==> src/design/zcd_pkg.sv <==
// constants, register map and field layout for the zero-cross detector logic
package zcd_pkg;
	localparam int ADDR_W = 32;
	localparam int DATA_W = 32;
	localparam int DEC_W = 8;

	// byte offsets of the registers
	localparam logic [DEC_W-1:0] CTRL_OFF = 8'h00;
	localparam logic [DEC_W-1:0] FLAG_OFF = 8'h04;
	localparam logic [DEC_W-1:0] IRQEN_OFF = 8'h08;
	localparam logic [DEC_W-1:0] IRQCTL_OFF = 8'h0c;
	localparam logic [DEC_W-1:0] STATUS_OFF = 8'h10;

	// control register fields
	localparam int DET_EN_BIT = 7;
	localparam int PIN_OE_BIT = 6;
	localparam int LEVEL_BIT = 5;
	localparam int INVERT_BIT = 4;
	localparam int RISE_EN_BIT = 1;
	localparam int FALL_EN_BIT = 0;

	// flag, mask and irq control fields
	localparam int CROSS_BIT = 0;
	localparam int PERIPH_EN_BIT = 0;
	localparam int GLOBAL_EN_BIT = 1;

	// status register fields
	localparam int SLEEP_BIT = 0;
	localparam int ACTIVE_BIT = 1;

	// reset values
	localparam logic RESET_LOW = 1'b0;
	localparam logic READY_IDLE = 1'b1;
	localparam logic [DATA_W-1:0] RDATA_RESET = 32'h0000_0000;

	// htrans encoding and response
	localparam logic [1:0] HTRANS_NONSEQ = 2'h2;
	localparam logic HRESP_OKAY = 1'b0;
endpackage

==> src/design/crossing_if.sv <==
// carries the raw sink decision into the synchroniser and the clean level back
`timescale 1ns/1ps
interface crossing_if;
	logic analogSink;
	logic syncSink;

	modport sampler (
		input analogSink,
		output syncSink
	);
	modport owner (
		output analogSink,
		input syncSink
	);
endinterface

==> src/design/zcd_sync.sv <==
// two-stage synchroniser for the analog sink decision
`timescale 1ns/1ps
module zcd_sync (
	input wire logic sys_clk,
	input wire logic reset,
	crossing_if.sampler link
);
	import zcd_pkg::*;

	logic meta_ff;
	logic stable_ff;
	logic nxt_meta;
	logic nxt_stable;

	always_comb begin
		nxt_meta = link.analogSink;
		nxt_stable = meta_ff;
	end

	always_ff @(posedge sys_clk) begin
		if (reset) begin
			meta_ff <= RESET_LOW;
			stable_ff <= RESET_LOW;
		end else begin
			meta_ff <= nxt_meta;
			stable_ff <= nxt_stable;
		end
	end

	assign link.syncSink = stable_ff;
endmodule

==> src/design/zcd_logic.sv <==
// zero-cross detector digital side with AHB-Lite register slave
`timescale 1ns/1ps
module zcd_logic (
	input wire logic sys_clk,
	input wire logic reset,
	input wire logic hsel,
	input wire logic [zcd_pkg::ADDR_W-1:0] haddr,
	input wire logic [1:0] htrans,
	input wire logic hwrite,
	input wire logic [2:0] hsize,
	input wire logic [zcd_pkg::DATA_W-1:0] hwdata,
	input wire logic hready,
	output logic hreadyout,
	output logic hresp,
	output logic [zcd_pkg::DATA_W-1:0] hrdata,
	input wire logic analogSink,
	input wire logic sleepMode,
	input wire logic porDetectorDefaultN,
	output logic stageEnable,
	output logic pinOut,
	output logic pinOe,
	output logic cpuIrq
);
	import zcd_pkg::*;

	function automatic logic hitReg(input logic [DEC_W-1:0] addr, input logic [DEC_W-1:0] off);
		hitReg = (addr == off);
	endfunction

	crossing_if crossing ();

	assign crossing.analogSink = analogSink;

	zcd_sync syncer (
		.sys_clk(sys_clk),
		.reset(reset),
		.link(crossing)
	);

	// bus state
	logic wrPend_ff;
	logic rdPend_ff;
	logic [DEC_W-1:0] addr_ff;
	logic hreadyout_ff;
	logic [DATA_W-1:0] hrdata_ff;
	logic nxt_wrPend;
	logic nxt_rdPend;
	logic [DEC_W-1:0] nxt_addr;
	logic nxt_hreadyout;
	logic [DATA_W-1:0] nxt_hrdata;

	// software-visible state
	logic detEn_ff;
	logic pinOeCfg_ff;
	logic invert_ff;
	logic riseEn_ff;
	logic fallEn_ff;
	logic crossFlag_ff;
	logic crossIe_ff;
	logic periphIe_ff;
	logic globalIe_ff;
	logic nxt_detEn;
	logic nxt_pinOeCfg;
	logic nxt_invert;
	logic nxt_riseEn;
	logic nxt_fallEn;
	logic nxt_crossFlag;
	logic nxt_crossIe;
	logic nxt_periphIe;
	logic nxt_globalIe;

	// crossing state and outputs
	logic level_ff;
	logic prevLevel_ff;
	logic stageEnable_ff;
	logic pinOut_ff;
	logic pinOe_ff;
	logic cpuIrq_ff;
	logic nxt_level;
	logic nxt_prevLevel;
	logic nxt_pinOut;
	logic nxt_pinOe;
	logic nxt_cpuIrq;

	logic accept;
	logic wrCtrl;
	logic wrFlag;
	logic wrIrqEn;
	logic wrIrqCtl;
	logic riseEdge;
	logic fallEdge;
	logic setEvent;
	logic [DATA_W-1:0] readWord;

	always_comb begin
		accept = hsel && hready && (htrans == HTRANS_NONSEQ);
		wrCtrl = wrPend_ff && hitReg(addr_ff, CTRL_OFF);
		wrFlag = wrPend_ff && hitReg(addr_ff, FLAG_OFF);
		wrIrqEn = wrPend_ff && hitReg(addr_ff, IRQEN_OFF);
		wrIrqCtl = wrPend_ff && hitReg(addr_ff, IRQCTL_OFF);
	end

	// read multiplexer, unmapped words read as zero
	always_comb begin
		readWord = '0;
		if (hitReg(addr_ff, CTRL_OFF)) begin
			readWord[DET_EN_BIT] = detEn_ff;
			readWord[PIN_OE_BIT] = pinOeCfg_ff;
			readWord[LEVEL_BIT] = level_ff;
			readWord[INVERT_BIT] = invert_ff;
			readWord[RISE_EN_BIT] = riseEn_ff;
			readWord[FALL_EN_BIT] = fallEn_ff;
		end else if (hitReg(addr_ff, FLAG_OFF)) begin
			readWord[CROSS_BIT] = crossFlag_ff;
		end else if (hitReg(addr_ff, IRQEN_OFF)) begin
			readWord[CROSS_BIT] = crossIe_ff;
		end else if (hitReg(addr_ff, IRQCTL_OFF)) begin
			readWord[PERIPH_EN_BIT] = periphIe_ff;
			readWord[GLOBAL_EN_BIT] = globalIe_ff;
		end else if (hitReg(addr_ff, STATUS_OFF)) begin
			readWord[SLEEP_BIT] = sleepMode;
			readWord[ACTIVE_BIT] = stageEnable_ff;
		end
	end

	// bus slave: writes take no wait, reads take one wait state for fresh data
	always_comb begin
		nxt_wrPend = accept && hwrite;
		nxt_rdPend = accept && !hwrite;
		nxt_addr = accept ? haddr[DEC_W-1:0] : addr_ff;
		nxt_hreadyout = !(accept && !hwrite);
		nxt_hrdata = rdPend_ff ? readWord : hrdata_ff;
	end

	always_ff @(posedge sys_clk) begin
		if (reset) begin
			wrPend_ff <= RESET_LOW;
			rdPend_ff <= RESET_LOW;
			addr_ff <= '0;
			hreadyout_ff <= READY_IDLE;
			hrdata_ff <= RDATA_RESET;
		end else begin
			wrPend_ff <= nxt_wrPend;
			rdPend_ff <= nxt_rdPend;
			addr_ff <= nxt_addr;
			hreadyout_ff <= nxt_hreadyout;
			hrdata_ff <= nxt_hrdata;
		end
	end

	// level flag, edge detectors and interrupt path; no sleep gating anywhere
	always_comb begin
		// gated sink decision, then polarity
		nxt_level = (crossing.syncSink && detEn_ff) ^ invert_ff;
		nxt_prevLevel = level_ff;
		riseEdge = level_ff && !prevLevel_ff;
		fallEdge = !level_ff && prevLevel_ff;
		// an invert change flips level_ff even with the stage off
		setEvent = (riseEdge && riseEn_ff) || (fallEdge && fallEn_ff);
		nxt_crossFlag = crossFlag_ff;
		if (wrFlag && hwdata[CROSS_BIT]) begin
			nxt_crossFlag = 1'b0;
		end
		if (setEvent) begin
			nxt_crossFlag = 1'b1;
		end
		nxt_cpuIrq = nxt_crossFlag && crossIe_ff && periphIe_ff && globalIe_ff;
		nxt_pinOut = nxt_level && nxt_pinOeCfg;
		nxt_pinOe = nxt_pinOeCfg;
	end

	// register writes
	always_comb begin
		nxt_detEn = detEn_ff;
		nxt_pinOeCfg = pinOeCfg_ff;
		nxt_invert = invert_ff;
		nxt_riseEn = riseEn_ff;
		nxt_fallEn = fallEn_ff;
		nxt_crossIe = crossIe_ff;
		nxt_periphIe = periphIe_ff;
		nxt_globalIe = globalIe_ff;
		if (wrCtrl) begin
			nxt_detEn = hwdata[DET_EN_BIT];
			nxt_pinOeCfg = hwdata[PIN_OE_BIT];
			nxt_invert = hwdata[INVERT_BIT];
			nxt_riseEn = hwdata[RISE_EN_BIT];
			nxt_fallEn = hwdata[FALL_EN_BIT];
		end
		if (wrIrqEn) begin
			nxt_crossIe = hwdata[CROSS_BIT];
		end
		if (wrIrqCtl) begin
			nxt_periphIe = hwdata[PERIPH_EN_BIT];
			nxt_globalIe = hwdata[GLOBAL_EN_BIT];
		end
	end

	always_ff @(posedge sys_clk) begin
		if (reset) begin
			// fuse is sampled while the synchronous reset is held
			detEn_ff <= !porDetectorDefaultN;
			pinOeCfg_ff <= RESET_LOW;
			invert_ff <= RESET_LOW;
			riseEn_ff <= RESET_LOW;
			fallEn_ff <= RESET_LOW;
			crossFlag_ff <= RESET_LOW;
			crossIe_ff <= RESET_LOW;
			periphIe_ff <= RESET_LOW;
			globalIe_ff <= RESET_LOW;
			level_ff <= RESET_LOW;
			prevLevel_ff <= RESET_LOW;
			stageEnable_ff <= RESET_LOW;
			pinOut_ff <= RESET_LOW;
			pinOe_ff <= RESET_LOW;
			cpuIrq_ff <= RESET_LOW;
		end else begin
			detEn_ff <= nxt_detEn;
			pinOeCfg_ff <= nxt_pinOeCfg;
			invert_ff <= nxt_invert;
			riseEn_ff <= nxt_riseEn;
			fallEn_ff <= nxt_fallEn;
			crossFlag_ff <= nxt_crossFlag;
			crossIe_ff <= nxt_crossIe;
			periphIe_ff <= nxt_periphIe;
			globalIe_ff <= nxt_globalIe;
			level_ff <= nxt_level;
			prevLevel_ff <= nxt_prevLevel;
			stageEnable_ff <= nxt_detEn;
			pinOut_ff <= nxt_pinOut;
			pinOe_ff <= nxt_pinOe;
			cpuIrq_ff <= nxt_cpuIrq;
		end
	end

	assign hreadyout = hreadyout_ff;
	assign hresp = HRESP_OKAY;
	assign hrdata = hrdata_ff;
	assign stageEnable = stageEnable_ff;
	assign pinOut = pinOut_ff;
	assign pinOe = pinOe_ff;
	assign cpuIrq = cpuIrq_ff;
endmodule

==> config.mk <==
export PLATFORM = sky130hd
export DESIGN_NAME = zcd_logic
export DESIGN_NICKNAME = d
export VERILOG_FILES = /design/src/design/zcd_pkg.sv /design/src/design/crossing_if.sv /design/src/design/zcd_sync.sv /design/src/design/zcd_logic.sv
export SDC_FILE = /design/constraint.sdc
export NUM_CORES = 1
export LEC_CHECK = 0
export CAP_MARGIN = 10
export CORE_ASPECT_RATIO = 0.6
export CORE_MARGIN = 2
export CORE_UTILIZATION = 62
export CTS_BUF_LIST = sky130_fd_sc_hd__clkbuf_16
export CTS_CLUSTER_SIZE = 40
export DETAILED_ROUTE_END_ITERATION = 16
export DONT_BUFFER_PORTS = 1
export PLACE_DENSITY = 0.78
export SYNTH_ARGS = -nofsm -noshare
export SYNTH_HDL_FRONTEND = slang
export SYNTH_SLANG_ARGS = --single-unit
==> constraint.sdc <==
create_clock -name sys_clk -period 3.3 [get_ports sys_clk]
set_clock_uncertainty 0.05 [all_clocks]
set_input_delay 0.33 -clock sys_clk [delete_from_list [all_inputs] [get_ports sys_clk]]
set_output_delay 0.33 -clock sys_clk [all_outputs]
set_load 0.01 [all_outputs]
Word level (Yosys, flattened, before mapping)
Index checks and enable logic that the tools add are counted.
W data, S select, Z words.
{ "word_totals": {"out_inout_bits": 38, "reg_bits": 33, "elab_cells": 65} }
{ "classes": {"bitwise_logic": 1, "eq_ne": 5, "mux": 13, "reduce_logical": 25} }
{ "ops": {"columns": ["op", "count"], "rows": [
  ["$logic_and A1 B1 Y1", 18],
  ["$eq A8 B4 Y1 const B", 2],
  ["$mux W1", 9],
  ["$eq A8 B3 Y1 const B", 1],
  ["$eq A8 B5 Y1 const B", 1],
  ["$logic_not A8 Y1", 1],
  ["$mux W2", 3],
  ["$logic_not A1 Y1", 5],
  ["$mux W4", 1],
  ["$eq A2 B2 Y1 const B", 1],
  ["$logic_or A1 B1 Y1", 1],
  ["$xor A1 B1 Y1", 1]
]} }

Longest topological paths before layout
{ "depth": {"ltp_word": 8, "ltp_mapped": 5, "ltp_nobuf": 4} }

Cells and area by module
From an unflattened synthesis, not the netlist that was laid out.
{ "unflattened": {"hier_cells": 170, "hier_area_um2": 1488.9} }
{ "modules_own_cells": {"columns": ["module", "seq_area_each_um2", "n_inst", "cells_each", "area_per_inst_um2"], "rows": [
  ["zcd_logic", 620.6, 1, 166, 1436.4],
  ["zcd_sync", 40.0, 1, 4, 52.6]
]} }

Least setup slack after synthesis
Ideal clock, no wire load.
{ "synth_path": {"path_kind": "reg2reg", "from": "register addr_ff[4]", "to": "register globalIe_ff", "t_arrival_ns": 1.649, "setup_time_ns": 0.128, "setup_slack_ns": 1.473, "path_stages_with_launch": 6, "period_less_slack_ns": 1.827, "path_buffers": 1, "cell_sequence": "dfxtp_1 -> or4_1 -> buf_2 -> or4_4 -> mux2i_1 -> nor2_1"} }
{ "synth_via": {"elab_chain_len": 2} }
{ "synth_rtl": {"columns": ["item", "line_no", "source"], "rows": [
  ["start, declared", "zcd_logic.sv:43", "logic [DEC_W-1:0] addr_ff;"],
  ["start signal, assigned", "zcd_logic.sv:145", "addr_ff <= nxt_addr;"],
  ["$eq A8 B4 Y1", "zcd_logic.sv:27", "hitReg = (addr == off);"],
  ["$logic_and A1 B1 Y1", "zcd_logic.sv:100", "wrIrqCtl = wrPend_ff && hitReg(addr_ff, IRQCTL_OFF);"],
  ["end signal, assigned", "zcd_logic.sv:225", "globalIe_ff <= nxt_globalIe;"],
  ["end, declared", "zcd_logic.sv:61", "logic globalIe_ff;"]
]} }
No other way between the ends.
A chain may end at the register's enable or synchronous reset.

Worst setup path in the final report
{ "layout_path": {"from": "register addr_ff[2]", "to": "register detEn_ff"} }
{ "layout_via": {"elab_chain_len": 4} }
{ "layout_rtl": {"columns": ["item", "line_no", "source"], "rows": [
  ["$logic_not A8 Y1", "zcd_logic.sv:27", null],
  ["$logic_and A1 B1 Y1", "zcd_logic.sv:97", "wrCtrl = wrPend_ff && hitReg(addr_ff, CTRL_OFF);"],
  ["$mux W1", "zcd_logic.sv:182", "if (wrCtrl) begin"],
  ["$mux W1", "zcd_logic.sv:199", "if (reset) begin"],
  ["end signal, assigned", "zcd_logic.sv:201", "detEn_ff <= !porDetectorDefaultN;"],
  ["end signal, assigned", "zcd_logic.sv:217", "detEn_ff <= nxt_detEn;"],
  ["end, declared", "zcd_logic.sv:53", "logic detEn_ff;"]
]} }
No other way between the ends.

==> flow_metrics.tcl <==
set metrics [dict create \
    outcome "completed" \
    worst_pin_slew_ns 0.792 \
    fin_crit_ns 2.13 \
    drt_iter0_drc 127 \
    hold_depth 1 \
    io-pin-count 115 \
    hold_buffers 0 \
    final_nets 245 \
    n_fill_cell 171 \
    coreArea_mm2 0.00221 \
    num_vias 1070 \
    hold_viol_final 0 \
    grt_max_degree 33 \
    gp_congestion 0.810 \
    num_antenna_cells 0 \
    grt_pass1_vias 969 \
    slew_violations 0 \
    p_sw_mw 0.189 \
    post-dp-hpwl_um 1940 \
    drive_above_1_share_pct 5.33 \
    worstPathArrival_ns 2.22 \
    final_cell_mix "dfxtp_1 (33), conb_1 (27), nand2_1 (21)" \
    route.met2.wl_um 1190 \
    regArea_um2 661 \
    crit_type "reg -> reg" \
    maxCapViolations 0 \
    start_kind "flop" \
    drc 0 \
    largest_register_ffs 8 \
    num_rows 13 \
    cts.clk_slew.worst_paths_ns 0.05 \
    power_mw 0.956 \
    wirelength_um 2700 \
    viasPerCell 5.38 \
    min_path_type "in -> reg" \
    min_to "hrdata[6]" \
    critPathCaptureType "flop" \
    final_util_pct 70.2 \
    power_density_mw_per_mm2 616 \
    die_area_mm2 0.00282 \
    start_util_pct 67.3 \
    synth.avg_cell_area_um2 8.76 \
    synthTopCellsByArea "dfxtp_1 (44%), buf_4 (14%), mux2i_1 (6.7%), nand2_1 (5.3%), a21oi_1 (4.4%)" \
    cp_max_fo 9 \
    post_cts_buffers 0 \
    synth_cell_types 35 \
    yosysTopAreaCell "dfxtp_1" \
    cts_sinks 33 \
    cp.required_ns 3.40 \
    die_h_um 42.0 \
    port_buffers 0 \
    cts_tree "built" \
    ff2ff_path_depth 4 \
    multi_input_comb_area_um2 684 \
    drtAntennaViolNets 0 \
    h-tree-depth 2 \
    grt-ovfl-total 0 \
    chipWidth_um 67.3 \
    vdd_drop_max_mv 0.337 \
    fmax_mhz 470 \
    post-place-ws_ns 1.28 \
    clock_latency_ns 0.27 \
    grt_pass1_wl_um 4550 \
    tns_ns 0 \
    wl_met3_um 245 \
    cts_buffers 5 \
    globalRouteTotalUtil_pct 21.3 \
    final_common_cell "dfxtp_1" \
    seqPwrFrac_pct 43.2 \
    min_from "reset" \
    rsz0062_at_grt "no" \
    final-setup-viol-count 0 \
    pwr-share-comb_pct 4.1 \
    syn-instance-count 170 \
    cts-resized-gates 0 \
    dr.pass1.iters 4 \
    power.share.clock_pct 52.7 \
    root_buffer "clkbuf_16" \
    ff2ff_setup_slack_ns 1.17 \
    synth_seq_cells 33 \
    worst_r2r_startpoint "addr_ff[2]" \
    ys_seq_area_share_pct 44.4 \
    clockBufferDepth 2 \
    timing.rr.end "detEn_ff" \
    wl_met1_um 1260 \
    internal-power_mw 0.768 \
    final.setup.worst_slack_ns 1.17 \
    leakage_nw 0.676 \
    finalCritPeriodShare_pct 64.4 \
    area_growth_pct 4.29 \
    syn_area_mm2 0.00149 \
    regMostFlops "addr_ff" \
    top_layer_used "met4" \
    max_slew_margin_pct 46.7 \
    post_drt_wl_per_cell_um 13.6 \
    antenna_found_initial 0 \
    p_sw_share_pct 19.7 \
    synth.top_cell.area_share_pct 44.4 \
    ys_warn_count 0 \
]
-- worst max-delay path, cell delays in order, from the launching register on --
cell	delay, ns
dfxtp_1	0.38
nor4_1	0.69
nand3_1	0.47
mux2i_1	0.31
mux2i_1	0.10
-- power by group through the flow --
stage	logic, mW	clock network (mW)	registers, mW
final	0.0395	0.504	0.413
after global routing	0.0453	0.529	0.413
after CTS	0.0383	0.509	0.413
after detailed placement	0.0379	0	0.421
after global placement	0.0368	0	0.421
after floorplan	0.0641	0	0.418
-- cell families (layout without fill, tap and decap cells) --
logic type	count (synthesis)	in the layout	synth area share [%]
muxes	11	11	7.48
xor gates and xnor gates	1	1	0.588
DFF	33	33	44.4
other	1	27	0.252
AOI/OAI and AO/OA	21	21	8.40
and+or+nand+nor	66	66	22.7
buffers and inverters	37	10	16.2
-- layout make-up --
type | instances | area share, %
inverters | 2 | 0.483
clock inverters | 3 | 2.42
flip-flops and latches | 33 | 42.5
clock buffers | 5 | 8.06
multi-input cells | 126 | 44.1
well taps | 30 | 2.42
-- worst max-delay path by stage --
stage	start	to
global placement	addr_ff[2]	detEn_ff
CTS	addr_ff[2]	detEn_ff
finish	addr_ff[2]	detEn_ff
detailed placement	addr_ff[2]	detEn_ff
floorplan	addr_ff[4]	globalIe_ff
global route	addr_ff[2]	detEn_ff
-- per-layer routing --
metal / track usage [%] / vias to the layer above
met4: 4.90 / 0
li1: - / 518
met5: 0 / -
met1: 28.7 / 499
met2: 32.3 / 51
met3: 8.13 / 2
-- Yosys cell counts (all sizes together) --
cell type,n
nand3b,2
and4,1
conb,1
mux2i,10
a31oi,2
buf,30
o31ai,2
nor3,2
nand2b,1
o21bai,1
nand3,2
a211oi,1
nor2b,7
nand4,1
or2,1
inv,2
or3,1
nand4b,2
and4b,1
clkbuf,5
and3,1
o32ai,1
nor4,3
nand2,21
dfxtp,33
a21oi,13
xor2,1
nor3b,2
mux2,1
nor2,16
or4,2
a41oi,1
-- through the flow --
stage,cell area [um^2],cells,hold slack (ns)
2_1_floorplan,1590,196,0.357
3_3_place_gp,1390,191,0.352
3_5_place_dp,1390,191,0.355
4_1_cts,1550,199,0.0728
5_1_grt,1550,199,0.0692
6_report,1550,199,0.0781
Note: power is estimated with default switching activity, not from simulation.
